==> config.mk <==
export PLATFORM = sky130hd
export DESIGN_NAME = upq_request_queue
export DESIGN_NICKNAME = d
export VERILOG_FILES = /design/src/verilog/upq_pkg.sv /design/src/verilog/upq_request_queue.sv
export VERILOG_INCLUDE_DIRS = /design/src /design/src/verilog
export SDC_FILE = /design/constraint.sdc
export NUM_CORES = 2
export LEC_CHECK = 0
export BUFFER_PORTS_ARGS = -buffer_cell sky130_fd_sc_hd__buf_2
export CELL_PAD_IN_SITES_DETAIL_PLACEMENT = 0
export CELL_PAD_IN_SITES_GLOBAL_PLACEMENT = 1
export CORE_ASPECT_RATIO = 1.1
export CORE_MARGIN = 2
export CORE_UTILIZATION = 30
export DETAILED_ROUTE_END_ITERATION = 7
export PLACE_DENSITY_LB_ADDON = 0.1
export SLEW_MARGIN = 10
export SYNTH_ARGS = -nofsm -noshare
export SYNTH_HDL_FRONTEND = slang
export SYNTH_SLANG_ARGS = --single-unit
==> constraint.sdc <==
create_clock -name mclk -period 9.95 [get_ports mclk]
set_clock_uncertainty 0.2 [all_clocks]
set_input_delay 1.4925 -clock mclk [delete_from_list [all_inputs] [get_ports mclk]]
set_output_delay 1.4925 -clock mclk [all_outputs]
set_load 0.05 [all_outputs]
==> src/verilog/upq_consts.svh <==
/*
  Constants for the user program request queue: register byte offsets,
  field positions, widths, response codes and limits.
  Assumes inclusion by bare name from the package and the design module.
*/
`ifndef UPQ_CONSTS_SVH
`define UPQ_CONSTS_SVH
`define UPQ_OFF_PROG_ADDR 12'h000
`define UPQ_OFF_UNIF_ADDR 12'h004
`define UPQ_OFF_UNIF_LEN 12'h008
`define UPQ_OFF_CTRL_STAT 12'h00C
`define UPQ_OFF_MEM_RSV 12'h010
`define UPQ_OFF_IRQ_STAT 12'h014
`define UPQ_OFF_IRQ_MASK 12'h018
`define UPQ_UNIF_LEN_W 12
`define UPQ_UNIF_LEN_MAX 12'h03FF
`define UPQ_CC_LSB 16
`define UPQ_CM_LSB 8
`define UPQ_ERR_BIT 7
`define UPQ_FLUSH_BIT 0
`define UPQ_DEPTH_W 6
`define UPQ_RSV_W 5
`define UPQ_QUEUE_DEPTH 16
`define UPQ_RESP_OKAY 2'b00
`define UPQ_RESP_SLVERR 2'b10
`define UPQ_IRQ_ERR 0
`define UPQ_IRQ_DONE 1
`define UPQ_IRQ_W 2
`endif

==> src/verilog/upq_pkg.sv <==
/*
  Types for the user program request queue.
  Assumes upq_consts.svh is on the include path.
*/
`default_nettype none
`include "upq_consts.svh"
package upq_pkg;
  // One queued run request
  typedef struct packed {
    logic [31:0] progAddr;
    logic [31:0] unifAddr;
    logic [11:0] unifLen;
    logic unifUnlimited;
  } upq_req_t;

  // Write access state
  typedef enum logic [1:0] {
    UPQ_W_IDLE = 2'b00,
    UPQ_W_RESP = 2'b01
  } upq_wstate_t;
endpackage
`default_nettype wire

==> src/verilog/upq_request_queue.sv <==
/*
  User program request queue with AXI4-Lite register slave, interrupt
  status/mask and a 16-deep request store drained by the scheduler.
  Assumes one clock mclk, synchronous active-high reset srst, and a
  scheduler that pops with popReq when reqValid is high.
*/
// Design decisions made here: the address map and register access over AXI4-Lite.
`default_nettype none
`include "upq_consts.svh"

// Summary of operation
// - Hold 12-bit uniforms length, reset zero; zero means no uniforms stream.
// - Length above 1023 marks the next request's uniforms stream unlimited.
// - Uniforms length is captured with the request as its maximum length.
// - Eight-bit completed-program count wraps at 256, read in bits 23:16.
// - Status write with bit 16 set zeroes the completed count.
// - Requests-made count increments on every request, even when full or error.
// - Status write with bit 8 set zeroes the requests-made count.
// - Request while full sets sticky error; writing one to bit 7 clears it.
// - Six-bit field reports requests currently waiting in the queue.
// - Status write with bit 0 set discards all pending requests.
// - Hold five-bit user memory reservation in 256-byte units.
// - Writing the program address queues a request with current uniforms.
// - Queue holds at most 16 entries; a request when full is dropped.
// - While the error flag is set every new request is ignored.
module upq_request_queue #(
  parameter int DEPTH = `UPQ_QUEUE_DEPTH
) (
  input wire logic mclk,
  input wire logic srst,
  input wire logic [11:0] s_axi_awaddr,
  input wire logic s_axi_awvalid,
  output logic s_axi_awready,
  input wire logic [31:0] s_axi_wdata,
  input wire logic [3:0] s_axi_wstrb,
  input wire logic s_axi_wvalid,
  output logic s_axi_wready,
  output logic [1:0] s_axi_bresp,
  output logic s_axi_bvalid,
  input wire logic s_axi_bready,
  input wire logic [11:0] s_axi_araddr,
  input wire logic s_axi_arvalid,
  output logic s_axi_arready,
  output logic [31:0] s_axi_rdata,
  output logic [1:0] s_axi_rresp,
  output logic s_axi_rvalid,
  input wire logic s_axi_rready,
  output upq_pkg::upq_req_t reqHead,
  output logic reqValid,
  input wire logic popReq,
  input wire logic progDone,
  output logic [`UPQ_RSV_W-1:0] userMemReserve,
  output logic irq
);

  ////////////////////////////////////////////////////////////////////////
  // Register state
  logic [31:0] unifAddr_r;
  logic [`UPQ_UNIF_LEN_W-1:0] unifLen_r;
  logic [7:0] doneCount_r;
  logic [7:0] madeCount_r;
  logic queueErr_r;
  logic [`UPQ_DEPTH_W-1:0] depth_r;
  logic [`UPQ_IRQ_W-1:0] irqStat_r;
  logic [`UPQ_IRQ_W-1:0] irqMask_r;
  upq_pkg::upq_req_t store_r [DEPTH];
  logic [$clog2(DEPTH)-1:0] wrPtr_r;
  logic [$clog2(DEPTH)-1:0] rdPtr_r;

  ////////////////////////////////////////////////////////////////////////
  // Write channel: both address and data held until both present
  logic [11:0] awAddr_r;
  logic awHave_r;
  logic [31:0] wData_r;
  logic [3:0] wStrb_r;
  logic wHave_r;
  upq_pkg::upq_wstate_t wState_r;
  logic wrFire;
  logic [31:0] wrMask;

  assign wrFire = awHave_r && wHave_r && (wState_r == upq_pkg::UPQ_W_IDLE);
  assign wrMask = {{8{wStrb_r[3]}}, {8{wStrb_r[2]}}, {8{wStrb_r[1]}}, {8{wStrb_r[0]}}};

  // Accept each channel independently, one write in flight
  always_ff @(posedge mclk) begin
    if (srst) begin
      s_axi_awready <= 1'b0;
      s_axi_wready <= 1'b0;
      awHave_r <= 1'b0;
      wHave_r <= 1'b0;
      awAddr_r <= 12'h000;
      wData_r <= 32'h0000_0000;
      wStrb_r <= 4'h0;
    end else begin
      s_axi_awready <= !awHave_r && !(s_axi_awvalid && s_axi_awready);
      s_axi_wready <= !wHave_r && !(s_axi_wvalid && s_axi_wready);
      if (s_axi_awvalid && s_axi_awready) begin
        awHave_r <= 1'b1;
        awAddr_r <= s_axi_awaddr;
      end else if (wrFire) begin
        awHave_r <= 1'b0;
      end
      if (s_axi_wvalid && s_axi_wready) begin
        wHave_r <= 1'b1;
        wData_r <= s_axi_wdata;
        wStrb_r <= s_axi_wstrb;
      end else if (wrFire) begin
        wHave_r <= 1'b0;
      end
    end
  end

  // Response follows the register update; unmapped gets SLVERR
  always_ff @(posedge mclk) begin
    if (srst) begin
      wState_r <= upq_pkg::UPQ_W_IDLE;
      s_axi_bvalid <= 1'b0;
      s_axi_bresp <= `UPQ_RESP_OKAY;
    end else begin
      case (wState_r)
        upq_pkg::UPQ_W_IDLE: begin
          if (wrFire) begin
            wState_r <= upq_pkg::UPQ_W_RESP;
            s_axi_bvalid <= 1'b1;
            s_axi_bresp <= (awAddr_r > `UPQ_OFF_IRQ_MASK || awAddr_r[1:0] != 2'b00)
                           ? `UPQ_RESP_SLVERR : `UPQ_RESP_OKAY;
          end
        end
        upq_pkg::UPQ_W_RESP: begin
          if (s_axi_bready) begin
            wState_r <= upq_pkg::UPQ_W_IDLE;
            s_axi_bvalid <= 1'b0;
          end
        end
        default: wState_r <= upq_pkg::UPQ_W_IDLE;
      endcase
    end
  end

  ////////////////////////////////////////////////////////////////////////
  // Decoded write strobes
  logic wrProg;
  logic wrCs;
  logic [31:0] csBits;
  assign wrProg = wrFire && (awAddr_r == `UPQ_OFF_PROG_ADDR);
  assign wrCs = wrFire && (awAddr_r == `UPQ_OFF_CTRL_STAT);
  assign csBits = wData_r & wrMask;

  // Setting registers
  always_ff @(posedge mclk) begin
    if (srst) begin
      unifAddr_r <= 32'h0000_0000;
      unifLen_r <= 12'h000;
      userMemReserve <= 5'h00;
      irqMask_r <= 2'h0;
    end else if (wrFire) begin
      if (awAddr_r == `UPQ_OFF_UNIF_ADDR)
        unifAddr_r <= (unifAddr_r & ~wrMask) | csBits;
      if (awAddr_r == `UPQ_OFF_UNIF_LEN)
        unifLen_r <= (unifLen_r & ~wrMask[11:0]) | csBits[11:0];
      // Idle-only use is software's duty; hardware does not lock it
      if (awAddr_r == `UPQ_OFF_MEM_RSV)
        userMemReserve <= (userMemReserve & ~wrMask[4:0]) | csBits[4:0];
      if (awAddr_r == `UPQ_OFF_IRQ_MASK)
        irqMask_r <= (irqMask_r & ~wrMask[1:0]) | csBits[1:0];
    end
  end

  ////////////////////////////////////////////////////////////////////////
  // Queue push/pop
  logic isFull;
  logic doPush;
  logic doPop;
  logic doFlush;
  upq_pkg::upq_req_t newReq;
  assign isFull = (depth_r == DEPTH[`UPQ_DEPTH_W-1:0]);
  assign doFlush = wrCs && csBits[`UPQ_FLUSH_BIT];
  assign doPush = wrProg && !isFull && !queueErr_r;
  assign doPop = popReq && (depth_r != '0) && !doFlush;
  always_comb begin
    newReq.progAddr = wData_r;
    newReq.unifAddr = unifAddr_r;
    newReq.unifLen = unifLen_r;
    newReq.unifUnlimited = (unifLen_r > `UPQ_UNIF_LEN_MAX);
  end

  // Storage; no reset needed for data
  always_ff @(posedge mclk) begin
    if (doPush)
      store_r[wrPtr_r] <= newReq;
  end

  // Pointers and depth
  always_ff @(posedge mclk) begin
    if (srst || doFlush) begin
      wrPtr_r <= '0;
      rdPtr_r <= '0;
      depth_r <= '0;
    end else begin
      if (doPush)
        wrPtr_r <= wrPtr_r + 1'b1;
      if (doPop)
        rdPtr_r <= rdPtr_r + 1'b1;
      if (doPush && !doPop)
        depth_r <= depth_r + 1'b1;
      else if (doPop && !doPush)
        depth_r <= depth_r - 1'b1;
    end
  end

  // Registered head view for the scheduler
  always_ff @(posedge mclk) begin
    if (srst) begin
      reqValid <= 1'b0;
      reqHead <= '0;
    end else begin
      reqValid <= 1'b0;
      reqHead <= '0;
      if (depth_r != '0 && !doPop && !doFlush) begin
        reqValid <= 1'b1;
        reqHead <= store_r[rdPtr_r];
      end
    end
  end

  ////////////////////////////////////////////////////////////////////////
  // Counters and sticky error; counter clears beat counting, error set beats clear
  logic errSet;
  assign errSet = wrProg && isFull;
  always_ff @(posedge mclk) begin
    if (srst) begin
      doneCount_r <= 8'h00;
      madeCount_r <= 8'h00;
      queueErr_r <= 1'b0;
    end else begin
      if (wrCs && csBits[`UPQ_CC_LSB])
        doneCount_r <= 8'h00;
      else if (progDone)
        doneCount_r <= doneCount_r + 8'h01;
      if (wrCs && csBits[`UPQ_CM_LSB])
        madeCount_r <= 8'h00;
      else if (wrProg)
        madeCount_r <= madeCount_r + 8'h01;
      if (errSet)
        queueErr_r <= 1'b1;
      else if (wrCs && csBits[`UPQ_ERR_BIT])
        queueErr_r <= 1'b0;
    end
  end

  // Interrupt status: error and completion events, write one to clear
  always_ff @(posedge mclk) begin
    if (srst) begin
      irqStat_r <= 2'h0;
      irq <= 1'b0;
    end else begin
      for (int i = 0; i < `UPQ_IRQ_W; i++) begin
        if ((i == `UPQ_IRQ_ERR && errSet) || (i == `UPQ_IRQ_DONE && progDone))
          irqStat_r[i] <= 1'b1;
        else if (wrFire && awAddr_r == `UPQ_OFF_IRQ_STAT && csBits[i])
          irqStat_r[i] <= 1'b0;
      end
      irq <= |(irqStat_r & irqMask_r);
    end
  end

  ////////////////////////////////////////////////////////////////////////
  // Read channel: one-cycle turnaround, reserved bits read zero
  logic [31:0] rdWord;
  always_comb begin
    rdWord = 32'h0000_0000;
    case (s_axi_araddr)
      `UPQ_OFF_UNIF_ADDR: rdWord = unifAddr_r;
      `UPQ_OFF_UNIF_LEN: rdWord = {20'h0_0000, unifLen_r};
      `UPQ_OFF_CTRL_STAT: rdWord = {8'h00, doneCount_r, madeCount_r, queueErr_r,
                                     1'b0, depth_r};
      `UPQ_OFF_MEM_RSV: rdWord = {27'h000_0000, userMemReserve};
      `UPQ_OFF_IRQ_STAT: rdWord = {30'h0000_0000, irqStat_r};
      `UPQ_OFF_IRQ_MASK: rdWord = {30'h0000_0000, irqMask_r};
      default: rdWord = 32'h0000_0000;
    endcase
  end

  always_ff @(posedge mclk) begin
    if (srst) begin
      s_axi_arready <= 1'b0;
      s_axi_rvalid <= 1'b0;
      s_axi_rdata <= 32'h0000_0000;
      s_axi_rresp <= `UPQ_RESP_OKAY;
    end else begin
      s_axi_arready <= !s_axi_rvalid && !(s_axi_arvalid && s_axi_arready);
      if (s_axi_arvalid && s_axi_arready) begin
        s_axi_rvalid <= 1'b1;
        s_axi_rdata <= rdWord;
        // Program address is write-only, so it answers with an error
        s_axi_rresp <= (s_axi_araddr == `UPQ_OFF_PROG_ADDR ||
                        s_axi_araddr > `UPQ_OFF_IRQ_MASK || s_axi_araddr[1:0] != 2'b00)
                       ? `UPQ_RESP_SLVERR : `UPQ_RESP_OKAY;
      end else if (s_axi_rready) begin
        s_axi_rvalid <= 1'b0;
      end
    end
  end
endmodule
`default_nettype wire
* Word-level counts from Yosys, hierarchy flattened
Memory sizes are Yosys's and may differ from the RTL's. A register that Yosys moved wholly into a read port is not among the register bits.
Cells that the tools add are included.
** Cells by class
- $add $sub $neg :: 6
- Reductions and logical operators :: 66
- Bitwise gates (word level) :: 15
- Magnitude comparators :: 3
- Equal/unequal tests :: 16
- Muxes and demuxes :: 25
** Operators with widths (number)
- case mux 32 bit (6 select lines) :: 1
- == test 12 x 5 -> 1 bit (second input constant) :: 6
- AND 32 bit :: 2
- == test 12 x 4 -> 1 bit (second input constant) :: 4
- NOT 32 bit :: 1
- OR 32 bit :: 1
- logical AND 1 bit :: 26
- == test 12 x 3 -> 1 bit (second input constant) :: 2
- > comparator 12 x 5 -> 1 bit (second input constant) :: 2
- zero test 12 bit :: 2
- nonzero test 2 bit :: 10
- adder 8 x 1 -> 8 bit (second input constant) :: 2
- two-way mux 1 bit :: 16
- AND 12 bit :: 1
- > comparator 12 x 10 -> 1 bit (second input constant) :: 1
- two-way mux 6 bit :: 2
- NOT 12 bit :: 1
- OR 12 bit :: 1
- AND reduction 2 bit :: 6
- zero test 1 bit :: 11
- adder 4 x 1 -> 4 bit (second input constant) :: 2
- two-way mux 2 bit :: 4
- OR reduction 2 bit :: 4
- adder 6 x 1 -> 6 bit (second input constant) :: 1
- other kinds (17) :: 22
** Storage, ports and cells
- Memories :: 1
- Bits of input ports :: 69
- Logic and storage cells :: 160
- Bits in registers :: 179
- Memory bits (writable) :: 1232
** Memories
- store_r :: words 16, bits a word 77, rd ports 1, clocked after memory_dff 1, wr ports 1, RTL line upq_request_queue.sv:66 : upq_pkg::upq_req_t store_r [DEPTH];

* Longest topological paths before layout
- Word-level depth :: 11
- Gate-level depth with buffers :: 13
- Mapped depth without buffers :: 11

* Worst setup path after synthesis
OpenSTA, ideal clock, no wires.
- Path kind :: flip-flop to flip-flop
- Start :: reg s_axi_bvalid (netlist name)
- End :: mem store_r[0][0] (netlist bit), enable pin
- Path buffers :: 0
- Period minus slack after synthesis :: 9.570 ns
- Path slack :: 0.380 ns
- Stages on the path, launching flop included :: 5
- Arrival time :: 8.668 ns
- Data required time :: 9.047 ns
- Cells stage by stage :: dfxtp_1 nand3b_1 nor3_1 nand4_2 nor4_1
** RTL lines (RTL line)
- end: declaration :: upq_request_queue.sv:66

* Final worst setup path
- Start :: reg awAddr_r[7]
- End :: mem store_r[9][48] (netlist bit), enable pin
** Between the ends
- Longest elaborated chain between the ends :: 6
** RTL lines
- start: declaration :: RTL line upq_request_queue.sv:72 : logic [11:0] awAddr_r;
- start signal: assignment :: RTL line upq_request_queue.sv:99 : awAddr_r <= s_axi_awaddr;
- zero test 12 bit (no line)
- logical AND 1 bit :: RTL line upq_request_queue.sv:145 : assign wrProg = wrFire && (awAddr_r == `UPQ_OFF_PROG_ADDR);
- logical AND 1 bit (2 in a row) :: RTL line upq_request_queue.sv:178 : assign doPush = wrProg && !isFull && !queueErr_r;
- two-way mux 1 bit :: RTL line upq_request_queue.sv:189 : if (doPush)
- two-way mux 1 bit (implied by the code) :: RTL line upq_request_queue.sv:190 : store_r[wrPtr_r] <= newReq;
Every way passes these cells.

==> out/results.txt <==
type of element launching the critical path -> register
Post-Route Setup TNS -> 0 ps
# H-tree levels -> 4
Mean Syn Cell Area -> 19.2 um^2
RSZ-0062 raised after global routing -> no
Cells after DPL -> 5387
commonest non-fill, non-tap cell in the layout -> edfxtp_1
fillers -> 17300
final hold viol count -> 0
CP Depth -> 6
Starting Density -> 30.1%
Vias/cell -> 5.13
CP max FO -> 42
drt first-iter violations -> 2662
ANT nets after route -> 0
yosys warns -> 0
GRT Overall Usage -> 18.9%
Slew @ Worst Pin -> 1180 ps
Buf/Inv on CP -> 2
Congestion Overflow GR -> 0
VDD IR max -> 0.188 mV
fin. max-slew vios -> 0
vias in the first global route -> 31000
share of the clock period used by the worst path -> 45.2%
share of layout cells above drive strength 1 -> 26.3%
Worst Setup EP -> store_r[9][48]
Clock Tree Root -> clkbuf_16
reg2reg start -> awAddr_r[7]
Hold/Removal Path Class -> reg2reg
Crit Path Class -> reg2reg
most used cell, CP -> buf_4
simple-gate share of the synthesized area -> 3.27%
Clk Latency, worst-skew pair -> 810 ps
clock slew at reported path FFs -> 60 ps
Post-Synth XOR/XNOR Area -> 0.206%
Cell Area, Synth -> 0.0552 mm^2
Worst path top cell family by delay -> simple AND/OR/NAND/NOR gates
clock sink total -> 1484
final net count -> 3212
Required @ worst endpoint -> 10170 ps
Crit path largest cell delay -> 800 ps
DRT Pass-1 Iters -> 5
I/O Pins -> 194
DIE WIDTH -> 413 um
Core Region -> 0.183 mm^2
Critical Path Source -> awAddr_r[7]
Buffers on Ports -> 191
final setup violation count -> 0
die height -> 454 um
main combinational cell family by area after synthesis -> multiplexers
Final Non-Filler Cells -> 5694
clk buf depth -> 3
post-synthesis sequential area ratio -> 76.2%
max-capacitance violation count -> 0
cell leakage power -> 20.4 nW
fmax -> 222 MHz
critical path arrival -> 4720 ps
Syn-to-layout area delta -> 16.8%
via total after detailed routing -> 29200
R2R setup slack -> 5450 ps
hold_sp -> s_axi_rdata[5]
CTS tree -> built
CP max-delay cell -> buf_4
number of hold buffers added after CTS -> 0
routed wire length -> 177000 um
Setup Fix Bufs, Post-CTS -> 0
initial antenna violation count -> 13
worst reg2reg endpoint -> store_r[9][48]
adder-cell share of the synthesized area -> 0.308%
largest net degree at the start of global routing -> 89
Resize count post-CTS -> 0
Setup crit end kind -> register
Cell Rows -> 165
DRC errors left -> 0
Post-synth EDFFs -> 1232
DP HPWL -> 103000 um
asr flop ratio synth -> 0%
max_slew headroom -> 21.2%
post-synthesis mux area share -> 13.1%
Final Critical Period -> 4500 ps
GPL Wtd Cong -> 0.762
cells along the critical path -> nor4_4 -> and3_1 -> nand4_2 -> nor3_2 -> buf_4 -> buf_4
most frequent cells in the layout -> 1232 x edfxtp_1, 308 x mux4_2, 250 x dfxtp_1, 199 x a21oi_1, 190 x buf_2
first-pass GRT wire length -> 246000 um
reg2reg path depth -> 6
Cells after Synth -> 2880
Cell Pwr Density -> 226 mW/mm^2
Top FF cell, synth -> edfxtp_1
Cell variety after synth -> 68
Num CTS Buffers -> 162
DR WL/cell -> 31.1 um
die area -> 0.187 mm^2
status -> complete, no violations
Synth Area in Compound Gates -> 5.43%
#FFs+latches synth -> 1484
## synthesized netlist by cell type (all sizes together) (4+ instances only)
cell type | n | area share [%]
a31oi | 4 | 0.045
nand2b | 4 | 0.045
mux2 | 4 | 0.082
buf | 57 | 0.52
a22oi | 172 | 2.3
mux4 | 308 | 13
clkbuf | 122 | 0.83
nand2 | 165 | 1.1
a21oi | 199 | 1.8
and2 | 4 | 0.045
nand4 | 40 | 0.46
or3 | 8 | 0.091
nand3 | 28 | 0.27
nor3 | 21 | 0.23
dfxtp | 252 | 9.1
ha | 12 | 0.27
mux2i | 25 | 0.45
edfxtp | 1232 | 67
o21ai | 44 | 0.40
nor2b | 10 | 0.11
inv | 23 | 0.16
o31ai | 32 | 0.44
nor4 | 10 | 0.18
nor2 | 32 | 0.22
and3 | 8 | 0.091
xor2 | 11 | 0.17
or4 | 4 | 0.061
## cell type report
cell class | count | area, um^2 | area share [%]
multi-input combinational | 1195 | 12500 | 19.3
timing repair buffer | 264 | 1540 | 2.40
clock buffer | 233 | 4610 | 7.15
tap | 2421 | 3030 | 4.70
antenna | 2 | 5.00 | 0.00776
clock inverter | 72 | 677 | 1.05
inverter | 23 | 86.3 | 0.134
sequential | 1484 | 42000 | 65.2
## flip-flops by register name, indices dropped and copies added (netlist names), 2 cells and up, named ones only
register,cells
awAddr_r,12
depth_r,6
doneCount_r,8
irqStat_r,2
madeCount_r,8
rdPtr_r,4
reqHead,77
s_axi_rdata,32
store_r,1232
wData_r,32
wStrb_r,4
wrPtr_r,4
## power breakdown
part	internal [mW]	total, mW	leakage [nW]	switching, mW
sequential	6.76	6.92	13.2	0.160
combinational	0.646	1.66	4.57	1.01
clock	3.49	5.99	2.59	2.50
## per-stage QoR
stage	setup slack [ps]	hold slack [ps]	power (mW)	utilization, %	instance area [um^2]
finish	5450	249	14.6	35.2	64500
global placement	5420	239	8.76	32.3	59200
floorplan	380	247	8.18	-	55200
detailed placement	5420	242	8.75	32.3	59200
CTS	5410	257	14.8	35.2	64500
global route	5200	283	15.1	35.2	64500
## logic make-up after synthesis
family,count (synthesis)
XOR/XNOR,13
adder cells (fa/ha/maj),13
other,1
flip-flops,1484
AND/OR/NAND/NOR,354
AO/OA/AOI/OAI,476
buffers and inverters,202
multiplexers,337
## how the worst min path moves through the flow
stage | endpoint | slack [ps] | cells after the start
6_report | s_axi_rdata[5] | 250 | 2
4_1_cts | s_axi_rdata[5] | 260 | 2
3_3_place_gp | s_axi_arready | 240 | 1
3_5_place_dp | s_axi_arready | 240 | 1
5_1_grt | s_axi_rdata[25] | 280 | 2
2_1_floorplan | awAddr_r[6] | 250 | 2
## tightest hold or removal path: stages (launching register included)
cell and delay (ps):
dfxtp_1 310, nand2_1 50, o21ai_1 50
## per-layer routing
layer	routed length, um	vias up	GRT usage (%)
met4	4120	2	4.95
met5	13	-	0
met3	9700	233	3.67
met1	79500	15800	26.1
met2	83900	838	30.4
li1	-	12300	-
Note: power is estimated with default switching activity, not from simulation.
